--- src/design/ir_tx_pkg.sv ---
`default_nettype none
package ir_tx_pkg;
	// ************************************************************
	// register offsets (byte addresses)
	// ************************************************************
	localparam logic [7:0] CONTROL_OFFSET = 8'h00;
	localparam logic [7:0] CARRIER_OFFSET = 8'h04;
	localparam logic [7:0] BIT_LENGTH_OFFSET = 8'h08;
	localparam logic [7:0] POINTER_OFFSET = 8'h0C;
	localparam logic [7:0] START_OFFSET = 8'h10;
	localparam logic [7:0] STATUS_OFFSET = 8'h14;

	// ************************************************************
	// field positions
	// ************************************************************
	localparam int CTRL_ENABLE_BIT = 0;
	localparam int CTRL_FLIP_BIT = 1;
	localparam int CTRL_IRQ_BIT = 2;
	localparam int CTRL_EXP_LSB = 4;
	localparam int CARRIER_PERIOD_LSB = 16;
	localparam int STATUS_BUSY_BIT = 0;
	localparam int STATUS_ENABLED_BIT = 1;
	localparam int STATUS_DONE_BIT = 2;
	localparam int STATUS_ENREJ_BIT = 3;
	localparam int STATUS_STREJ_BIT = 4;

	// ************************************************************
	// limits and reset values
	// ************************************************************
	localparam logic [4:0] EXPONENT_MAX = 5'h10;
	localparam logic [8:0] BIT_LENGTH_MAX = 9'h100;
	localparam logic [12:0] SEQUENCE_MAX = 13'h1000;
	localparam logic [12:0] WORD_BITS = 13'h0020;
	localparam logic [31:0] WORD_STEP = 32'h0000_0004;
	localparam logic [15:0] CARRIER_RESET = 16'h0000;
	localparam logic [8:0] BIT_LENGTH_RESET = 9'h001;
	localparam logic [31:0] POINTER_RESET = 32'h0000_0000;

	// ************************************************************
	// types
	// ************************************************************
	// transmit sequencer states
	typedef enum logic [3:0] {
		ST_IDLE = 4'b0001,
		ST_LOAD = 4'b0010,
		ST_SEND = 4'b0100,
		ST_STALL = 4'b1000
	} tx_state_e;

	// carrier shaping settings
	typedef struct packed {
		logic [4:0] clock_divide_exponent;
		logic [15:0] carrier_rise_count;
		logic [15:0] carrier_period_count;
	} carrier_cfg_s;
endpackage
`default_nettype wire

--- src/design/infrared_carrier_transmitter.sv ---
// Our own choices: the register offsets and the address-and-strobe port.
`timescale 1ns/10ps
`default_nettype none
// Behaviour
// RL1 - timer clock is peripheral clock over 2^exp
// RL2 - carrier low for rise count, then high
// RL3 - carrier low again after period count
// RL4 - bit lasts 1 to 256 carrier periods
// RL5 - carrier gated by sequence drives output pin
// RL6 - optional inversion of the modulated output
// RL7 - sequence fetched as words from start pointer
// RL8 - length 1 to 4096, else no start
// RL9 - busy status while transmission runs
// RL10 - single end-of-transmission interrupt when enabled
// RL11 - invalid enable settings rejected and reported
// RL12 - disable leaves infra-red mode, releases pin
// RL13 - controller enables before start, poll, disable
// RL14 - controller avoids ordinary timer controls meanwhile
// RL15 - bit 0 first, one passes carrier, zero idles
module infrared_carrier_transmitter
(
	input wire logic clock,
	input wire logic reset_n,
	input wire logic [7:0] reg_address,
	input wire logic [31:0] reg_write_data,
	input wire logic reg_write,
	input wire logic reg_read,
	output logic [31:0] reg_read_data,
	output logic mem_read,
	output logic [31:0] mem_address,
	input wire logic [31:0] mem_data,
	input wire logic mem_ready,
	output logic tx_pin,
	output logic tx_pin_oe,
	output logic end_irq
);
	// ************************************************************
	// register state
	// ************************************************************
	ir_tx_pkg::carrier_cfg_s cfg; // carrier shape
	logic [8:0] bit_length_in_carriers; // carriers per bit
	logic [31:0] sequence_start_pointer; // first word address
	logic output_polarity_flip; // invert pin
	logic end_irq_enable; // interrupt gate
	logic enabled; // infra-red mode on
	logic done; // sticky end of transmission
	logic enable_rejected; // sticky bad enable
	logic start_rejected; // sticky bad start
	ir_tx_pkg::tx_state_e state; // sequencer
	logic busy; // transmission in progress

	// decoded strobes
	logic wr_ctrl, wr_carrier, wr_bitlen, wr_pointer, wr_start, wr_status;
	assign wr_ctrl = reg_write && reg_address == ir_tx_pkg::CONTROL_OFFSET;
	assign wr_carrier = reg_write && reg_address == ir_tx_pkg::CARRIER_OFFSET;
	assign wr_bitlen = reg_write && reg_address == ir_tx_pkg::BIT_LENGTH_OFFSET;
	assign wr_pointer = reg_write && reg_address == ir_tx_pkg::POINTER_OFFSET;
	assign wr_start = reg_write && reg_address == ir_tx_pkg::START_OFFSET;
	assign wr_status = reg_write && reg_address == ir_tx_pkg::STATUS_OFFSET;

	// fields of a control write
	logic [4:0] new_exp;
	logic enable_valid; // settings acceptable
	assign new_exp = reg_write_data[ir_tx_pkg::CTRL_EXP_LSB +: 5];
	assign enable_valid = (new_exp <= ir_tx_pkg::EXPONENT_MAX)
		&& (cfg.carrier_period_count != 16'h0000)
		&& (cfg.carrier_rise_count < cfg.carrier_period_count)
		&& (bit_length_in_carriers != 9'h000)
		&& (bit_length_in_carriers <= ir_tx_pkg::BIT_LENGTH_MAX); // RL11

	// fields of a start write
	logic [12:0] new_count;
	logic start_valid; // transmission may begin
	logic end_of_sequence; // last bit finished
	assign new_count = reg_write_data[12:0];
	assign start_valid = enabled && !busy
		&& (new_count != 13'h0000)
		&& (new_count <= ir_tx_pkg::SEQUENCE_MAX)
		&& (reg_write_data[31:13] == 19'h0_0000)
		&& (sequence_start_pointer[1:0] == 2'b00); // RL8

	// ************************************************************
	// configuration registers
	// ************************************************************
	// rise, period and bit length locked while enabled
	always_ff @(posedge clock or negedge reset_n)
	begin
		if (!reset_n)
		begin
			cfg.carrier_rise_count <= ir_tx_pkg::CARRIER_RESET;
			cfg.carrier_period_count <= ir_tx_pkg::CARRIER_RESET;
			bit_length_in_carriers <= ir_tx_pkg::BIT_LENGTH_RESET;
			sequence_start_pointer <= ir_tx_pkg::POINTER_RESET;
			cfg.clock_divide_exponent <= 5'h00;
		end
		else
		begin
			if (wr_carrier && !enabled)
			begin
				cfg.carrier_rise_count <= reg_write_data[15:0];
				cfg.carrier_period_count <=
					reg_write_data[ir_tx_pkg::CARRIER_PERIOD_LSB +: 16];
			end
			if (wr_bitlen && !enabled)
				bit_length_in_carriers <= reg_write_data[8:0]; // RL4
			if (wr_pointer && !busy)
				sequence_start_pointer <= reg_write_data; // RL7
			// exponent taken only with an accepted enable
			if (wr_ctrl && reg_write_data[ir_tx_pkg::CTRL_ENABLE_BIT]
				&& enable_valid)
				cfg.clock_divide_exponent <= new_exp; // RL1
		end
	end

	// enable request validated, disable always honoured
	always_ff @(posedge clock or negedge reset_n)
	begin
		if (!reset_n)
		begin
			enabled <= 1'b0;
			output_polarity_flip <= 1'b0;
			end_irq_enable <= 1'b0;
		end
		else if (wr_ctrl)
		begin
			if (reg_write_data[ir_tx_pkg::CTRL_ENABLE_BIT] && enable_valid)
			begin
				enabled <= 1'b1;
				output_polarity_flip <=
					reg_write_data[ir_tx_pkg::CTRL_FLIP_BIT];
				end_irq_enable <= reg_write_data[ir_tx_pkg::CTRL_IRQ_BIT];
			end
			else
				enabled <= 1'b0; // RL12
		end
	end

	// ************************************************************
	// sticky status flags: set wins over clear
	// ************************************************************
	always_ff @(posedge clock or negedge reset_n)
	begin
		if (!reset_n)
		begin
			done <= 1'b0;
			enable_rejected <= 1'b0;
			start_rejected <= 1'b0;
		end
		else
		begin
			if (end_of_sequence)
				done <= 1'b1; // RL10
			else if (wr_status && reg_write_data[ir_tx_pkg::STATUS_DONE_BIT])
				done <= 1'b0;
			if (wr_ctrl && reg_write_data[ir_tx_pkg::CTRL_ENABLE_BIT]
				&& !enable_valid)
				enable_rejected <= 1'b1; // RL11
			else if (wr_status && reg_write_data[ir_tx_pkg::STATUS_ENREJ_BIT])
				enable_rejected <= 1'b0;
			if (wr_start && !start_valid)
				start_rejected <= 1'b1; // RL8
			else if (wr_status && reg_write_data[ir_tx_pkg::STATUS_STREJ_BIT])
				start_rejected <= 1'b0;
		end
	end

	assign end_irq = done && end_irq_enable && enabled; // RL10

	// ************************************************************
	// read port
	// ************************************************************
	logic [31:0] next_read_data;

	// mux, unmapped reads zero
	always_comb
	begin
		next_read_data = 32'h0000_0000;
		unique case (reg_address)
			ir_tx_pkg::CONTROL_OFFSET:
			begin
				next_read_data[ir_tx_pkg::CTRL_ENABLE_BIT] = enabled;
				next_read_data[ir_tx_pkg::CTRL_FLIP_BIT] = output_polarity_flip;
				next_read_data[ir_tx_pkg::CTRL_IRQ_BIT] = end_irq_enable;
				next_read_data[ir_tx_pkg::CTRL_EXP_LSB +: 5] =
					cfg.clock_divide_exponent;
			end
			ir_tx_pkg::CARRIER_OFFSET:
				next_read_data = {cfg.carrier_period_count,
					cfg.carrier_rise_count};
			ir_tx_pkg::BIT_LENGTH_OFFSET:
				next_read_data[8:0] = bit_length_in_carriers;
			ir_tx_pkg::POINTER_OFFSET:
				next_read_data = sequence_start_pointer;
			ir_tx_pkg::STATUS_OFFSET:
			begin
				next_read_data[ir_tx_pkg::STATUS_BUSY_BIT] = busy; // RL9
				next_read_data[ir_tx_pkg::STATUS_ENABLED_BIT] = enabled;
				next_read_data[ir_tx_pkg::STATUS_DONE_BIT] = done;
				next_read_data[ir_tx_pkg::STATUS_ENREJ_BIT] = enable_rejected;
				next_read_data[ir_tx_pkg::STATUS_STREJ_BIT] = start_rejected;
			end
			default:
				next_read_data = 32'h0000_0000;
		endcase
	end

	// data only in the cycle after the strobe
	always_ff @(posedge clock or negedge reset_n)
	begin
		if (!reset_n)
			reg_read_data <= 32'h0000_0000;
		else if (reg_read)
			reg_read_data <= next_read_data;
		else
			reg_read_data <= 32'h0000_0000;
	end

	// ************************************************************
	// carrier
	// ************************************************************
	logic carrier, period_end;

	carrier_generator carrier_generator_i
	(
		.clock(clock),
		.reset_n(reset_n),
		.run(state == ir_tx_pkg::ST_SEND),
		.cfg(cfg),
		.carrier(carrier),
		.period_end(period_end)
	);

	// ************************************************************
	// sequencer
	// ************************************************************
	logic [31:0] word_now; // word being sent
	logic [31:0] word_next; // prefetched word
	logic next_full; // prefetch landed
	logic [4:0] bit_index; // position in word
	logic [12:0] bits_left; // bits incl. current
	logic [8:0] carrier_index; // carriers into bit
	logic bit_end; // current bit finished
	logic word_end; // last bit of the word
	logic fetch_wait; // read outstanding

	assign busy = (state != ir_tx_pkg::ST_IDLE); // RL9
	assign bit_end = (state == ir_tx_pkg::ST_SEND) && period_end
		&& (carrier_index == bit_length_in_carriers - 9'h001); // RL4
	assign end_of_sequence = bit_end && (bits_left == 13'h0001);
	assign word_end = bit_end && (bit_index == 5'h1F) && !end_of_sequence;

	// carriers within the current bit
	always_ff @(posedge clock or negedge reset_n)
	begin
		if (!reset_n)
			carrier_index <= 9'h000;
		else if (state != ir_tx_pkg::ST_SEND || bit_end)
			carrier_index <= 9'h000;
		else if (period_end)
			carrier_index <= carrier_index + 9'h001; // RL4
	end

	// state, bit walk and word hand-over
	always_ff @(posedge clock or negedge reset_n)
	begin
		if (!reset_n)
		begin
			state <= ir_tx_pkg::ST_IDLE;
			word_now <= 32'h0000_0000;
			bit_index <= 5'h00;
			bits_left <= 13'h0000;
		end
		else if (!enabled)
			state <= ir_tx_pkg::ST_IDLE; // RL12
		else
		begin
			unique case (state)
				ir_tx_pkg::ST_IDLE:
					if (wr_start && start_valid)
					begin
						bits_left <= new_count;
						state <= ir_tx_pkg::ST_LOAD;
					end
				ir_tx_pkg::ST_LOAD, ir_tx_pkg::ST_STALL:
					if (mem_ready)
					begin
						word_now <= mem_data;
						bit_index <= 5'h00; // RL15
						state <= ir_tx_pkg::ST_SEND;
					end
				ir_tx_pkg::ST_SEND:
					if (end_of_sequence)
						state <= ir_tx_pkg::ST_IDLE;
					else if (bit_end)
					begin
						bits_left <= bits_left - 13'h0001;
						bit_index <= bit_index + 5'h01; // RL15
						if (word_end && next_full)
							word_now <= word_next;
						else if (word_end && mem_ready && fetch_wait)
							word_now <= mem_data; // lands just in time
						else if (word_end)
							state <= ir_tx_pkg::ST_STALL;
					end
			endcase
		end
	end

	// ************************************************************
	// word fetch with one word of lookahead
	// ************************************************************
	logic want_more; // a loaded word leaves bits for another

	// at a word end the finishing bit still counts in bits_left
	assign want_more =
		(bits_left - {12'h000, word_end}) > ir_tx_pkg::WORD_BITS;

	// read strobe, address walk and prefetch slot
	always_ff @(posedge clock or negedge reset_n)
	begin
		if (!reset_n)
		begin
			mem_read <= 1'b0;
			mem_address <= 32'h0000_0000;
			fetch_wait <= 1'b0;
			word_next <= 32'h0000_0000;
			next_full <= 1'b0;
		end
		else
		begin
			mem_read <= 1'b0;
			if (!enabled)
			begin
				fetch_wait <= 1'b0;
				next_full <= 1'b0;
			end
			else if (state == ir_tx_pkg::ST_IDLE && wr_start && start_valid)
			begin
				mem_read <= 1'b1;
				mem_address <= sequence_start_pointer; // RL7
				fetch_wait <= 1'b1;
				next_full <= 1'b0;
			end
			else if (mem_ready && fetch_wait)
			begin
				fetch_wait <= 1'b0;
				if (state == ir_tx_pkg::ST_SEND && !word_end)
				begin
					word_next <= mem_data;
					next_full <= 1'b1;
				end
				else if (want_more)
				begin
					mem_read <= 1'b1;
					mem_address <= mem_address + ir_tx_pkg::WORD_STEP;
					fetch_wait <= 1'b1;
				end
			end
			else if (word_end && next_full)
			begin
				next_full <= 1'b0;
				if (bits_left - 13'h0001 > ir_tx_pkg::WORD_BITS)
				begin
					mem_read <= 1'b1;
					mem_address <= mem_address + ir_tx_pkg::WORD_STEP;
					fetch_wait <= 1'b1;
				end
			end
		end
	end

	// ************************************************************
	// output pin
	// ************************************************************
	logic gated; // carrier passed by a one bit

	assign gated = (state == ir_tx_pkg::ST_SEND) && word_now[bit_index]
		&& carrier; // RL15

	// pin driven only in infra-red mode
	always_ff @(posedge clock or negedge reset_n)
	begin
		if (!reset_n)
		begin
			tx_pin <= 1'b0;
			tx_pin_oe <= 1'b0;
		end
		else
		begin
			tx_pin <= enabled && (gated ^ output_polarity_flip); // RL5 RL6
			tx_pin_oe <= enabled; // RL12
		end
	end

	// ************************************************************
	// checks
	// ************************************************************
	property p_idle_level;
		@(posedge clock) disable iff (!reset_n)
		(enabled && !busy && $past(enabled) && $past(!busy))
			|=> (tx_pin == $past(output_polarity_flip));
	endproperty
	a_idle_level: assert property (p_idle_level) // RL6
		else $error("idle pin level wrong");

	property p_pin_release;
		@(posedge clock) disable iff (!reset_n)
		!enabled |=> !tx_pin_oe && !tx_pin;
	endproperty
	a_pin_release: assert property (p_pin_release) // RL12
		else $error("pin driven while disabled");

	property p_start_busy;
		@(posedge clock) disable iff (!reset_n)
		(wr_start && start_valid) |=> busy && mem_read
			&& mem_address == $past(sequence_start_pointer);
	endproperty
	a_start_busy: assert property (p_start_busy) // RL7
		else $error("valid start not taken");

	property p_bad_length;
		@(posedge clock) disable iff (!reset_n)
		(wr_start && !busy && new_count == 13'h0000) |=> !busy
			&& start_rejected;
	endproperty
	a_bad_length: assert property (p_bad_length) // RL8
		else $error("empty sequence started");

	property p_enable_reject;
		@(posedge clock) disable iff (!reset_n)
		(wr_ctrl && reg_write_data[0] && cfg.carrier_period_count == 16'h0000)
			|=> !enabled && enable_rejected;
	endproperty
	a_enable_reject: assert property (p_enable_reject) // RL11
		else $error("bad enable accepted");

	property p_end_irq;
		@(posedge clock) disable iff (!reset_n)
		(end_of_sequence && end_irq_enable && enabled && !wr_ctrl)
			|=> end_irq && !busy;
	endproperty
	a_end_irq: assert property (p_end_irq) // RL10
		else $error("end interrupt missing");

	property p_zero_idle;
		@(posedge clock) disable iff (!reset_n)
		(state == ir_tx_pkg::ST_SEND && !word_now[bit_index] && enabled)
			|=> tx_pin == $past(output_polarity_flip);
	endproperty
	a_zero_idle: assert property (p_zero_idle) // RL15
		else $error("zero bit let carrier through");

	property p_bit_spacing;
		@(posedge clock) disable iff (!reset_n)
		(state == ir_tx_pkg::ST_SEND)
			|-> carrier_index < bit_length_in_carriers;
	endproperty
	a_bit_spacing: assert property (p_bit_spacing) // RL4
		else $error("bit length wrong");
endmodule
`default_nettype wire

--- src/design/carrier_generator.sv ---
`timescale 1ns/10ps
`default_nettype none
module carrier_generator
(
	input wire logic clock,
	input wire logic reset_n,
	input wire logic run,
	input wire ir_tx_pkg::carrier_cfg_s cfg,
	output logic carrier,
	output logic period_end
);
	// ************************************************************
	// prescaler
	// ************************************************************
	logic [16:0] pre_count; // divider position
	logic [16:0] pre_limit; // divide by two to the exponent, minus one
	logic tick; // one timer clock
	logic [15:0] timer_count; // timer clocks since period start

	assign pre_limit = (17'h0_0001 << cfg.clock_divide_exponent) - 17'h0_0001;
	assign tick = run && (pre_count == pre_limit); // RL1

	// divider restarts with every run
	always_ff @(posedge clock or negedge reset_n)
	begin
		if (!reset_n)
			pre_count <= 17'h0_0000;
		else if (!run || tick)
			pre_count <= 17'h0_0000;
		else
			pre_count <= pre_count + 17'h0_0001;
	end

	// ************************************************************
	// carrier timer
	// ************************************************************
	assign period_end = tick && (timer_count == cfg.carrier_period_count - 16'h0001);

	// wraps at the period count
	always_ff @(posedge clock or negedge reset_n)
	begin
		if (!reset_n)
			timer_count <= 16'h0000;
		else if (!run || period_end)
			timer_count <= 16'h0000; // RL3
		else if (tick)
			timer_count <= timer_count + 16'h0001;
	end

	// low until the rise count, high until the period ends
	assign carrier = run && (timer_count >= cfg.carrier_rise_count); // RL2

	// ************************************************************
	// checks
	// ************************************************************
	property p_prescale_zero;
		@(posedge clock) disable iff (!reset_n)
		(run && $past(run) && cfg.clock_divide_exponent == 5'h00) |-> tick;
	endproperty
	a_prescale_zero: assert property (p_prescale_zero) // RL1
		else $error("undivided timer clock missing");

	property p_start_low;
		@(posedge clock) disable iff (!reset_n)
		($rose(run) && cfg.carrier_rise_count != 16'h0000) |-> !carrier;
	endproperty
	a_start_low: assert property (p_start_low) // RL2
		else $error("carrier high at timer start");

	property p_wrap_low;
		@(posedge clock) disable iff (!reset_n)
		(period_end && cfg.carrier_rise_count != 16'h0000) |=> !carrier;
	endproperty
	a_wrap_low: assert property (p_wrap_low) // RL3
		else $error("carrier not low after period");
endmodule
`default_nettype wire

--- config.mk ---
export PLATFORM = sky130hd
export DESIGN_NAME = infrared_carrier_transmitter
export DESIGN_NICKNAME = d
export VERILOG_FILES = /design/src/design/ir_tx_pkg.sv /design/src/design/infrared_carrier_transmitter.sv /design/src/design/carrier_generator.sv
export SDC_FILE = /design/constraint.sdc
export NUM_CORES = 1
export LEC_CHECK = 0
export BUFFER_PORTS_ARGS = -buffer_cell sky130_fd_sc_hd__buf_2
export CAP_MARGIN = 20
export CELL_PAD_IN_SITES_DETAIL_PLACEMENT = 0
export CELL_PAD_IN_SITES_GLOBAL_PLACEMENT = 2
export CORE_ASPECT_RATIO = 0.9
export CORE_MARGIN = 3
export CORE_UTILIZATION = 40
export DETAILED_ROUTE_END_ITERATION = 10
export GPL_ROUTABILITY_DRIVEN = 0
export PLACE_DENSITY = 0.92
export SYNTH_ARGS = -nofsm -noshare
export SYNTH_HDL_FRONTEND = slang
export SYNTH_SLANG_ARGS = --single-unit
--- constraint.sdc ---
create_clock -name clock -period 5.9 [get_ports clock]
set_input_delay 0.59 -clock clock [delete_from_list [all_inputs] [get_ports clock]]
set_output_delay 0.59 -clock clock [all_outputs]
set_load 0.01 [all_outputs]
==> results of run 1 <==
[cell usage after synthesis (13+ instances only)]
cell type / instances / area, um2
clkbuf_1: 66 / 248
xnor2_1: 43 / 377
nor3_1: 54 / 270
nor2_1: 89 / 334
mux2i_1: 18 / 180
mux2_1: 39 / 439
o22ai_1: 16 / 100
ha_1: 46 / 576
and3_1: 37 / 231
nand4_1: 30 / 188
mux2_4: 30 / 450
nor4_1: 30 / 188
a21o_1: 14 / 105
inv_1: 60 / 225
a22oi_1: 26 / 195
nand3_1: 57 / 285
a21oi_1: 50 / 250
mux2_2: 110 / 1240
xor2_1: 29 / 254
nor2b_1: 41 / 257
o21ai_0: 55 / 275
a31oi_1: 25 / 156
nand2_1: 78 / 293
buf_2: 17 / 85.1
dfrtp_1: 279 / 6980
a2bb2oi_1: 22 / 193
o21ai_1: 13 / 65.1
[critical path, cell delays in order, from the launching register on]
cell,delay [ns]
dfrtp_1,0.46
inv_1,0.11
ha_1,0.25
nor3b_1,0.51
nand2_1,0.15
xnor2_1,0.17
nand4_1,0.17
nor4_2,0.55
nand4_4,0.19
nor3b_2,0.31
ha_1,0.23
ha_1,0.27
xor2_1,0.17
nor3_1,0.06
nor3_1,0.18
o22ai_1,0.13
a211o_1,0.29
nor3_1,0.26
o21a_1,0.31
o21ai_2,0.20
inv_6,0.22
a21boi_1,0.09
[through the flow]
step / util [%] / setup TNS [ns] / area [um2]
2_1_floorplan: - / 0 / 16500
3_3_place_gp: 44.0 / 0 / 17600
3_5_place_dp: 44.0 / 0 / 17600
4_1_cts: 46.6 / 0 / 18700
5_1_grt: 46.7 / -0.0518 / 18700
6_report: 46.7 / 0 / 18700
[layout make-up]
| type | count | area share, % |
|---|---|---|
| clock buffers | 38 | 4.45 |
| diodes | 2 | 0.0268 |
| clock inverters | 18 | 1.11 |
| well taps | 532 | 3.56 |
| flip-flops and latches | 281 | 37.6 |
| inverters | 63 | 1.29 |
| repair buffers | 171 | 5.12 |
| multi-input cells | 1145 | 46.8 |
[flip-flops by register name, indices dropped and copies added (netlist names), 4 cells and up]
register and cells:
bits_left 13, state 4, carrier_generator_i.pre_count 17, bit_length_in_carriers 9
word_now 32, carrier_index 9, sequence_start_pointer 32, carrier_generator_i.timer_count 16
bit_index 5, reg_read_data 32, word_next 32, mem_address 32
cfg 37
[worst paths after layout]
path	endpoint
worst max register to register	mem_address[23]$_DFFE_PN0P_
min in group clock	word_next[0]$_DFFE_PN0P_
worst min register to register	word_now[0]$_DFFE_PN0P_
max in group asynchronous	end_irq_enable$_DFFE_PN0P_
worst max-delay path	mem_address[23]$_DFFE_PN0P_
worst min-delay path	reg_read_data[21]$_DFF_PN0_
[layer usage]
metal	vias to the layer above	GRT usage (%)
li1	6082	-
met1	6586	32.2
met2	369	33.7
met3	83	3.64
met4	4	6.63
met5	-	0
[cells by family after synthesis]
kind of cell	share of synthesized area (%)
buf+inv	4.35
compound gates	12.8
simple gates	17.0
xor+xnor	3.97
mux	15.7
flops	42.7
fa+ha+maj	3.49
[report_power, final]
| group | total (mW) | internal (mW) | switching (mW) | leakage, nW |
|---|---|---|---|---|
| Combinational | 0.175 | 0.0602 | 0.115 | 4.33 |
| Clock | 2.00 | 1.17 | 0.821 | 0.505 |
| Sequential | 1.96 | 1.94 | 0.0185 | 3.85 |
| Total | 4.13 | 3.17 | 0.955 | 8.68 |
[placed cells by master, fill, tap and decap left out, drive strengths merged, types with 12 or more instances in the layout]
| cell | n |
|---|---|
| nand3 | 57 |
| a31oi | 25 |
| ha | 46 |
| nor2 | 89 |
| or3 | 12 |
| a22oi | 26 |
| nor3 | 56 |
| mux4 | 12 |
| a2bb2oi | 22 |
| o21ai | 68 |
| a21o | 14 |
| clkbuf | 38 |
| mux2i | 18 |
| nand4 | 32 |
| buf | 171 |
| nand2 | 78 |
| mux2 | 179 |
| inv | 63 |
| nor2b | 41 |
| dfrtp | 279 |
| o22ai | 16 |
| xnor2 | 43 |
| xor2 | 29 |
| nor4 | 33 |
| and3 | 37 |
| a21oi | 50 |
==> run summary, run 1 <==
status - complete, no violations
sequential standard cell area - 7030 um2
max_slew headroom - 26.1%
clock buffer depth - 3
Post-Synthesis Cells - 1590
Finished Layout Cells - 2250
M1 WL - 22500 um
worst hold path class - in -> async
area grow syn2layout - 13.6%
type of the worst setup path - reg -> reg
overall power - 4.13 mW
I/O pin cnt - 145
Worst EP required - 6.35 ns
drt via density - 5.83
worst vdd rail ir drop - 0.203 mV
first drt pass iteration count - 7
EDFF count, synth - 0
H-tree Lvls - 1
CTS tree - done
row count - 69
Power Dens Cells - 221 nW/um2
Hold Fails Final Rpt - 0
Total Wirelength - 48700 um
dpl cells - 2192
total global-route track usage - 22.0%
Worst setup EP type - flip-flop
min Tclk post-route - 5.42 ns
CP Launch Type - flip-flop
post-route ant nets - 0
Die Y-Extent - 199 um
hold_buf cts - 0
Place WS - 0.0686 ns
main flop type after synthesis - dfrtp_1
Setup Skew - 0.00882 ns
initial DRC count - 893
count of state elements after synthesis - 281
Detailed Place HPWL - 34500 um
Avg WL per Cell - 21.6 um
vias in the first global route - 12900
die area - 43600 um2
Top Layer Used - met5
Async SR Flop Fraction - 100%
Final Max Slew Viols - 0
R2R Setup Slk - 0.48 ns
crit path launch - cfg[0]$_DFFE_PN0P_
Final setup viols - 0
first-pass GRT wire length - 76000 um
number of CTS-inserted buffers - 30
metal3 WL - 2840 um
clock network latency to the later pin of the worst-skew pair - 0.57 ns
clock-pin slew on the worst setup and hold paths - 0.06 ns
nets@finish - 1815
Synth warnings - 0
core box area - 40100 um2
post-CTS resize count - 0
initial antenna violation count - 6
setup bufs post-CTS - 0
Starting Density - 41.1%
share of cells above drive strength 1 - 23.9%
worst slew pin tran - 1.11 ns
Die Wd - 220 um
Period Utilization, post-route - 91.8%
min setup slack post-route - 0.482 ns
FF-to-FF Start - cfg[0]$_DFFE_PN0P_
vias after detailed routing - 13100
syn_area_per_cell - 10.4 um2
port buffer count - 144
residual overflow from global routing - 0
CP Max Fanout - 24
Leakage Power - 8.68 nW
FILL cells - 3806
largest net degree at the start of global routing - 178
area of the multi-input gates - 8760 um2
sequential share of the synthesized area - 42.7%
# Max-Cap Violations - 0
syn nets - 1713
Crit path arrival time - 5.87 ns
met2 WL post-DR - 21800 um
Hold WS - 0.0720 ns
Fmax - 185 MHz
Reg2Reg Depth - 21
Syn Std Cell Area - 16500 um2
Distinct cells, synth - 95
Clock Tree Root - clkbuf_16
# DRC - 0
CTS Sinks - 281
No activity file was read; power rests on OpenSTA's default activity.
==> inputs of run 2 (changes only) <==
--- a/config.mk
+++ b/config.mk
@@ -11,10 +11,11 @@
 export CELL_PAD_IN_SITES_GLOBAL_PLACEMENT = 2
 export CORE_ASPECT_RATIO = 0.9
 export CORE_MARGIN = 3
-export CORE_UTILIZATION = 40
+export CORE_UTILIZATION = 39
 export DETAILED_ROUTE_END_ITERATION = 10
 export GPL_ROUTABILITY_DRIVEN = 0
 export PLACE_DENSITY = 0.92
 export SYNTH_ARGS = -nofsm -noshare
 export SYNTH_HDL_FRONTEND = slang
+export SYNTH_HIERARCHICAL = 1
 export SYNTH_SLANG_ARGS = --single-unit
==> run 2 against run 1 <==
  * Clock-buffer cell count grew 1
  * Worst hold slack improved by 0.23 ns
  * First-iteration DRC count down 0.56%
  * Routed wire length down 7.6%
  * Die area is 0.50% lower
  * Fmax decreased by 4.3%
  * Sequential cell count stayed put
  * Largest cell class unchanged
  * Via count about the same
  * Critical path depth is 5 higher
  * Power is 9.4% higher
  * Highest routed layer unchanged
  * Clock skew grew 0.0090 ns
==> run summary, run 2 <==
status - complete, no violations (unchanged)
worst slew pin tran - 0.979 ns (was 1.11 ns)
Final setup viols - 0 (unchanged)
Hold Fails Final Rpt - 0 (unchanged)
Die Y-Extent - 198 um (was 199 um)
type of the worst setup path - reg -> reg (unchanged)
Synth warnings - 6 (was 0)
overall power - 4.52 mW (was 4.13 mW)
metal3 WL - 2370 um (was 2840 um)
Leakage Power - 8.88 nW (was 8.68 nW)
vias after detailed routing - 13100 (about the same)
worst vdd rail ir drop - 0.292 mV (was 0.203 mV)
synth top area cells - dfrtp_1 44%, mux2_2 7.8%, a21oi_1 3.8% (was dfrtp_1 42%, mux2_2 7.5%, ha_1 3.5%)
CTS tree - done (unchanged)
Final Max Slew Viols - 0 (unchanged)
largest net degree at the start of global routing - 150 (was 178)
top-count cell post-synth - dfrtp_1 (unchanged)
area grow syn2layout - 18.5% (was 13.6%)
number of CTS-inserted buffers - 34 (was 30)
main flop type after synthesis - dfrtp_1 (unchanged)
clock-pin slew on the worst setup and hold paths - 0.06 ns (about the same)
total global-route track usage - 20.3% (was 22.0%)
Worst setup EP type - flip-flop (unchanged)
syn nets - 1758 (was 1713)
Total Wirelength - 44900 um (was 48700 um)
I/O pin cnt - 145 (unchanged)
first-pass GRT wire length - 70900 um (was 76000 um)
min Tclk post-route - 5.66 ns (was 5.42 ns)
first drt pass iteration count - 6 (was 7)
share of cells above drive strength 1 - 25.0% (was 23.9%)
CTS Sinks - 281 (unchanged)
top cell type's share of synthesized area - 43.7% (was 42.4%)
die area - 43400 um2 (was 43600 um2)
drt via density - 5.62 (was 5.83)
Hold WS - 0.304 ns (was 0.0720 ns)
worst hold path class - in -> reg (was in -> async)
Power Dens Cells - 239 nW/um2 (was 221 nW/um2)
Avg WL per Cell - 19.3 um (was 21.6 um)
EDFF count, synth - 0 (unchanged)
synth cell count leaders - 279 x dfrtp_1, 144 x nand2_1, 121 x a21oi_1, 111 x mux2_2, 103 x o21ai_0 (was 279 x dfrtp_1, 110 x mux2_2, 89 x nor2_1, 78 x nand2_1, 66 x clkbuf_1)
cell family with most CP delay - simple AND/OR/NAND/NOR gates (unchanged)
nets@finish - 1895 (was 1815)
port buffer count - 144 (unchanged)
CP max stage cell - or4_1 (was nor4_2)
CP Max Fanout - 12 (was 24)
Async SR Flop Fraction - 100% (unchanged)
Clock Tree Root - clkbuf_16 (unchanged)
Distinct cells, synth - 88 (was 95)
Die Wd - 219 um (was 220 um)
syn_area_per_cell - 9.76 um2 (was 10.4 um2)
clock buffer depth - 3 (unchanged)
initial DRC count - 888 (was 893)
initial antenna violation count - 4 (was 6)
Crit path arrival time - 6.12 ns (was 5.87 ns)
most frequent cells in the layout - 279 x dfrtp_1, 144 x nand2_1, 143 x buf_2 (was 279 x dfrtp_1, 143 x buf_2, 110 x mux2_2)
count of state elements after synthesis - 281 (unchanged)
Syn Std Cell Area - 16000 um2 (was 16500 um2)
Worst EP required - 6.36 ns (was 6.35 ns)
core box area - 40000 um2 (was 40100 um2)
clock network latency to the later pin of the worst-skew pair - 0.53 ns (was 0.57 ns)
vias in the first global route - 12900 (about the same)
max_slew headroom - 34.6% (was 26.1%)
row count - 69 (unchanged)
largest register by flop count - cfg (unchanged)
RSZ-0062 raised after global routing - yes
# DRC - 0 (unchanged)
Starting Density - 40.0% (was 41.1%)
crit-path max cell delay - 0.54 ns (was 0.55 ns)
CP Launch Type - flip-flop (unchanged)
residual overflow from global routing - 0 (unchanged)
Post-Synthesis Cells - 1637 (was 1590)
# Max-Cap Violations - 0 (unchanged)
post-route ant nets - 0 (unchanged)
Detailed Place HPWL - 31400 um (was 34500 um)
Critical path buffers and inverters - 3 (was 2)
met2 WL post-DR - 20700 um (was 21800 um)
H-tree Lvls - 2 (was 1)
Period Utilization, post-route - 95.9% (was 91.8%)
leading area contributor after synthesis - dfrtp_1 (unchanged)
sequential share of the synthesized area - 44.0% (was 42.7%)
Fmax - 177 MHz (was 185 MHz)
Setup Skew - 0.0178 ns (was 0.00882 ns)
M1 WL - 20700 um (was 22500 um)
max reg flops - 37 (unchanged)
Top Layer Used - met5 (unchanged)
commonest non-fill, non-tap cell in the layout - dfrtp_1 (unchanged)
run 2: cell types whose count changed in the layout (fill, tap and decap cells not counted), sizes merged, moves of 20 or more:
cell     change
a21oi       +71
a22oi       -22
a2bb2oi     -21
buf         +22
mux2        -60
mux2i       +41
nand2       +66
nor2b       -20
nor3        -27
o21ai       +47
run 2: cell type report:
| type | instances | area [um2] |
|---|---|---|
| antenna | 3 | 7.51 |
| clock buffer | 39 | 900 |
| clock inverter | 20 | 268 |
| fill | 3742 | 21000 |
| inverter | 59 | 221 |
| multi-input combinational | 1201 | 8590 |
| sequential | 281 | 7030 |
| tap | 532 | 666 |
| timing repair buffer | 197 | 1240 |
run 2: what timing repair did:
| action | in CTS | in global routing |
|---|---|---|
| pin swaps | 8 | 6 |
| setup buffers | 7 | 1 |
| hold buffers | 1 | 0 |
| gates cloned | 2 | 2 |
| endpoints found under the setup margin | 29 | 31 |
| gates resized for setup | 9 | 56 |
| hold endpoints to repair | 4 | 0 |
run 2: logic make-up after synthesis:
| logic type | count (synthesis) | share of synthesized area, % |
|---|---|---|
| adder cells (fa/ha/maj) | 45 | 3.51 |
| multiplexers | 188 | 13.5 |
| flip-flops | 281 | 44.0 |
| buffers and inverters | 155 | 3.94 |
| AO/OA/AOI/OAI | 356 | 13.5 |
| AND/OR/NAND/NOR | 549 | 18.1 |
| XOR/XNOR | 63 | 3.45 |
run 2: worst reg2reg max path: stages (launching register included):
cell and delay (ns):
dfrtp_1 0.38, or2_1 0.25, or4b_4 0.51, ha_4 0.19, buf_4 0.17, or4_1 0.54
a21oi_2 0.16, o21a_1 0.15, o22ai_1 0.15, nor3_4 0.26, nand4_1 0.13, a221oi_2 0.25
o2111a_1 0.28, nor3b_4 0.22, ha_2 0.24, ha_4 0.20, nand3b_1 0.08, maj3_2 0.18
o21ai_2 0.06, a21boi_2 0.16, nor3_1 0.07, o21bai_4 0.21, a211oi_4 0.17, buf_6 0.21
clkbuf_16 0.20, a21oi_1 0.07, a21oi_1 0.12
run 2: path summary, 6_finish.rpt:
| check | startpoint | end | slack, ns | cells past startpoint |
|---|---|---|---|---|
| max in group asynchronous | reset_n | cfg[21]$_DFFE_PN0P_ | 3.92 | 3 |
| min | mem_data[3] | word_next[3]$_DFFE_PN0P_ | 0.30 | 2 |
| min reg2reg | word_now[30]$_DFFE_PN0P_ | word_now[30]$_DFFE_PN0P_ | 0.47 | 2 |
| max reg2reg | cfg[35]$_DFFE_PN0P_ | mem_address[25]$_DFFE_PN0P_ | 0.24 | 26 |
| max | cfg[35]$_DFFE_PN0P_ | mem_address[25]$_DFFE_PN0P_ | 0.24 | 26 |
| min in group asynchronous | reset_n | sequence_start_pointer[26]$_DFFE_PN0P_ | 0.59 | 2 |
run 2: per-layer routing:
metal	GRT usage, %	vias up
li1	-	6235
met5	0	-
met3	3.30	81
met1	28.7	6426
met2	32.3	372
met4	5.76	2
run 2: through the flow:
| step | utilization [%] | setup WS [ns] | setup TNS, ns | cell area [um2] | instances |
|---|---|---|---|---|---|
| after floorplan | - | 0.0273 | 0 | 16000 | 1637 |
| after global placement | 43.3 | 0.0680 | 0 | 17300 | 2257 |
| after detailed placement | 43.3 | -0.152 | -3.03 | 17300 | 2257 |
| after CTS | 46.6 | 0.0576 | 0 | 18600 | 2326 |
| after global routing | 47.3 | -0.110 | -2.50 | 18900 | 2330 |
| final | 47.4 | 0.239 | 0 | 18900 | 2332 |
run 2: power by group:
group	internal, mW	total (mW)	switching (mW)
Combinational	0.136	0.334	0.198
Sequential	1.95	1.99	0.0344
Clock	1.33	2.20	0.870
==> inputs of run 3 (changes only) <==
--- a/config.mk
+++ b/config.mk
@@ -11,10 +11,9 @@
 export CELL_PAD_IN_SITES_GLOBAL_PLACEMENT = 2
 export CORE_ASPECT_RATIO = 0.9
 export CORE_MARGIN = 3
-export CORE_UTILIZATION = 39
+export CORE_UTILIZATION = 35
 export DETAILED_ROUTE_END_ITERATION = 10
-export GPL_ROUTABILITY_DRIVEN = 0
-export PLACE_DENSITY = 0.92
+export PLACE_DENSITY = 0.88
 export SYNTH_ARGS = -nofsm -noshare
 export SYNTH_HDL_FRONTEND = slang
 export SYNTH_HIERARCHICAL = 1
==> constraint.sdc (replaced) <==
create_clock -name clock -period 4.8 [get_ports clock]
set_input_delay 0.48 -clock clock [delete_from_list [all_inputs] [get_ports clock]]
set_output_delay 0.48 -clock clock [all_outputs]
set_load 0.01 [all_outputs]
==> run 3 against run 2 <==
  * The flow now finishes with violations (setup timing)
  * Register-to-register slack worse by 1.1 ns
  * Clock-buffer cell count up 9
  * Global-route usage down 1.5 points
  * Worst hold slack worse by 0.17 ns
  * Setup slack worse by 1.1 ns
  * First-iteration DRC count up 11%
  * Critical path type unchanged
  * Largest power group unchanged
==> run summary, run 3 (synthesized netlist as in run 2, its figures left out) <==
vias in the first global route - 12900 (about the same)
CP Max Fanout - 8 (was 12)
vias after detailed routing - 13400 (was 13100)
H-tree Lvls - 1 (was 2)
Fmax - 176 MHz (was 177 MHz)
Final Max Slew Viols - 0 (unchanged)
CTS tree - done (unchanged)
crit path launch - cfg[35]$_DFFE_PN0P_ (unchanged)
largest register by flop count - cfg (unchanged)
residual overflow from global routing - 0 (unchanged)
Die Y-Extent - 209 um (was 198 um)
Detailed Place HPWL - 33000 um (was 31400 um)
GRT met1 Usage - 26.7% (was 28.7%)
Crit path arrival time - 6.15 ns (was 6.12 ns)
status - finished with violations (was complete, no violations)
most frequent cells in the layout - 279 x dfrtp_1, 144 x nand2_1, 143 x buf_2 (unchanged)
FF-to-FF Start - cfg[35]$_DFFE_PN0P_ (unchanged)
min setup slack post-route - -0.885 ns (was 0.239 ns)
die area - 48200 um2 (was 43400 um2)
Power Dens Cells - 276 nW/um2 (was 239 nW/um2)
R2R Setup Slk - -0.89 ns (was 0.24 ns)
largest net degree at the start of global routing - 99 (was 150)
Final setup viols - 64 (was 0)
# DRC - 0 (unchanged)
clock network latency to the later pin of the worst-skew pair - 0.59 ns (was 0.53 ns)
violated checks - setup timing
Reg2Reg Depth - 27 (was 26)
worst slew pin tran - 1.04 ns (was 0.979 ns)
area grow syn2layout - 21.8% (was 18.5%)
first-pass GRT wire length - 73500 um (was 70900 um)
I/O pin cnt - 145 (unchanged)
max reg flops - 37 (unchanged)
Place WS - -0.857 ns (was -0.152 ns)
min Tclk post-route - 5.69 ns (was 5.66 ns)
nets@finish - 1946 (was 1895)
clock buffer depth - 3 (unchanged)
Placer Congestion - 0.868
Leakage Power - 9.15 nW (was 8.88 nW)
Clock Tree Root - clkbuf_16 (unchanged)
Worst EP required - 5.27 ns (was 6.36 ns)
Hold Fails Final Rpt - 0 (unchanged)
max_slew headroom - 30.3% (was 34.6%)
core box area - 44700 um2 (was 40000 um2)
CP Launch Type - flip-flop (unchanged)
worst setup path endpoint - mem_address[3]$_DFFE_PN0P_ (was mem_address[25]$_DFFE_PN0P_)
worst hold path class - in -> reg (unchanged)
Worst setup EP type - flip-flop (unchanged)
type of the worst setup path - reg -> reg (unchanged)
TNS Setup - -28.44 ns (was 0 ns)
RR Endpoint - mem_address[3]$_DFFE_PN0P_ (was mem_address[25]$_DFFE_PN0P_)
share of cells above drive strength 1 - 27.6% (was 25.0%)
initial DRC count - 989 (was 888)
Setup Skew - 0.0271 ns (was 0.0178 ns)
clock-pin slew on the worst setup and hold paths - 0.06 ns (about the same)
number of CTS-inserted buffers - 31 (was 34)
Die Wd - 231 um (was 219 um)
drt via density - 5.44 (was 5.62)
first drt pass iteration count - 6 (unchanged)
dpl cells - 2374 (was 2257)
gr busiest metal - met2 (unchanged)
RSZ-0062 raised after global routing - yes (unchanged)
Avg WL per Cell - 19.2 um (was 19.3 um)
worst vdd rail ir drop - 0.309 mV (was 0.292 mV)
CTS Sinks - 281 (unchanged)
# Max-Cap Violations - 0 (unchanged)
initial antenna violation count - 4 (unchanged)
Total Wirelength - 47000 um (was 44900 um)
M3 GR Usage - 3.49% (was 3.30%)
Starting Density - 35.8% (was 40.0%)
Period Utilization, post-route - 118% (was 95.9%)
Finished Layout Cells - 2453 (was 2332)
Hold Path Stages - 2 (unchanged)
FILL cells - 4273 (was 3742)
port buffer count - 144 (unchanged)
row count - 73 (was 69)
post-route ant nets - 0 (unchanged)
commonest non-fill, non-tap cell in the layout - dfrtp_1 (unchanged)
total global-route track usage - 18.8% (was 20.3%)
met2 global-route usage - 29.8% (was 32.3%)
[run 3: changes by cell type in the layout (fill, tap and decap cells not counted), sizes merged]
cell	previous run	this run
buf	193	246
clkbuf	42	52
clkinv	9	5
inv	63	60
clkinvlp	2	0
bufinv	5	4
[run 3: repair_timing]
item                       4_1_cts  5_1_grt
gates cloned                     2        4
resized for setup               10       52
setup buffers                    7        5
pin swaps                       10       16
hold endpoints to repair        88        0
setup endpoints to repair       43      110
hold buffers                     1        0
[run 3: final cells by class]
| class | instances | area, um2 | share of cell area, % |
|---|---|---|---|
| sequential | 281 | 7030 | 36.1 |
| antenna | 3 | 7.51 | 0.0386 |
| tap | 600 | 751 | 3.86 |
| timing repair buffer | 251 | 1760 | 9.04 |
| multi-input combinational | 1201 | 8630 | 44.3 |
| clock inverter | 10 | 154 | 0.791 |
| inverter | 59 | 221 | 1.14 |
| clock buffer | 48 | 910 | 4.67 |
[run 3: routing by layer]
| layer | routed length (um) | part of all wire [%] | up-vias |
|---|---|---|---|
| met3 | 2920 | 6.2 | 74 |
| li1 | - | - | 6339 |
| met5 | 27 | 0.057 | - |
| met4 | 1050 | 2.2 | 4 |
| met1 | 21400 | 46 | 6535 |
| met2 | 21600 | 46 | 401 |
[run 3: power breakdown]
part	total (mW)	leakage, nW	internal, mW	switching [mW]
Combinational	0.422	4.81	0.174	0.247
Sequential	2.44	3.82	2.40	0.0380
Clock	2.51	0.525	1.51	0.997
Total	5.37	9.15	4.08	1.28
[run 3: how the worst min path moves through the flow]
stage / start / to
6_report: mem_data[22] / word_next[22]$_DFFE_PN0P_
5_1_grt: mem_data[26] / word_next[26]$_DFFE_PN0P_
4_1_cts: mem_data[21] / word_next[21]$_DFFE_PN0P_
3_5_place_dp: word_now[3]$_DFFE_PN0P_ / word_now[3]$_DFFE_PN0P_
3_3_place_gp: word_now[8]$_DFFE_PN0P_ / word_now[8]$_DFFE_PN0P_
2_1_floorplan: reset_n / bit_index[0]$_DFFE_PN0P_
[run 3: worst max-delay path, stage by stage, from the launching register on]
cell      delay (ns)
dfrtp_1         0.37
or2_1           0.24
or4b_4          0.50
ha_4            0.20
xnor2_2         0.16
o21ba_4         0.18
nor4_4          0.26
o21ai_1         0.10
nor4bb_1        0.32
nand4b_1        0.20
nor3_4          0.19
nand4_1         0.14
a221oi_2        0.27
o2111a_1        0.27
nor3b_4         0.23
ha_2            0.23
ha_4            0.20
nand3b_1        0.09
maj3_2          0.19
o21ai_2         0.06
a21boi_2        0.16
nor3_2          0.06
o21bai_4        0.20
a211oi_4        0.25
buf_12          0.16
buf_12          0.14
buf_16          0.15
a31oi_4         0.08
[run 3: stage by stage]
stage / hold slack [ns] / power, mW / cell area, um2 / utilization (%)
finish: 0.137 / 5.37 / 19500 / 43.6
global route: 0.131 / 5.57 / 19500 / 43.6
CTS: 0.108 / 5.42 / 19100 / 42.7
detailed placement: 0.465 / 2.90 / 17900 / 40.1
global placement: 0.459 / 2.89 / 17900 / 40.1
floorplan: 0.184 / 2.70 / 16100 / -
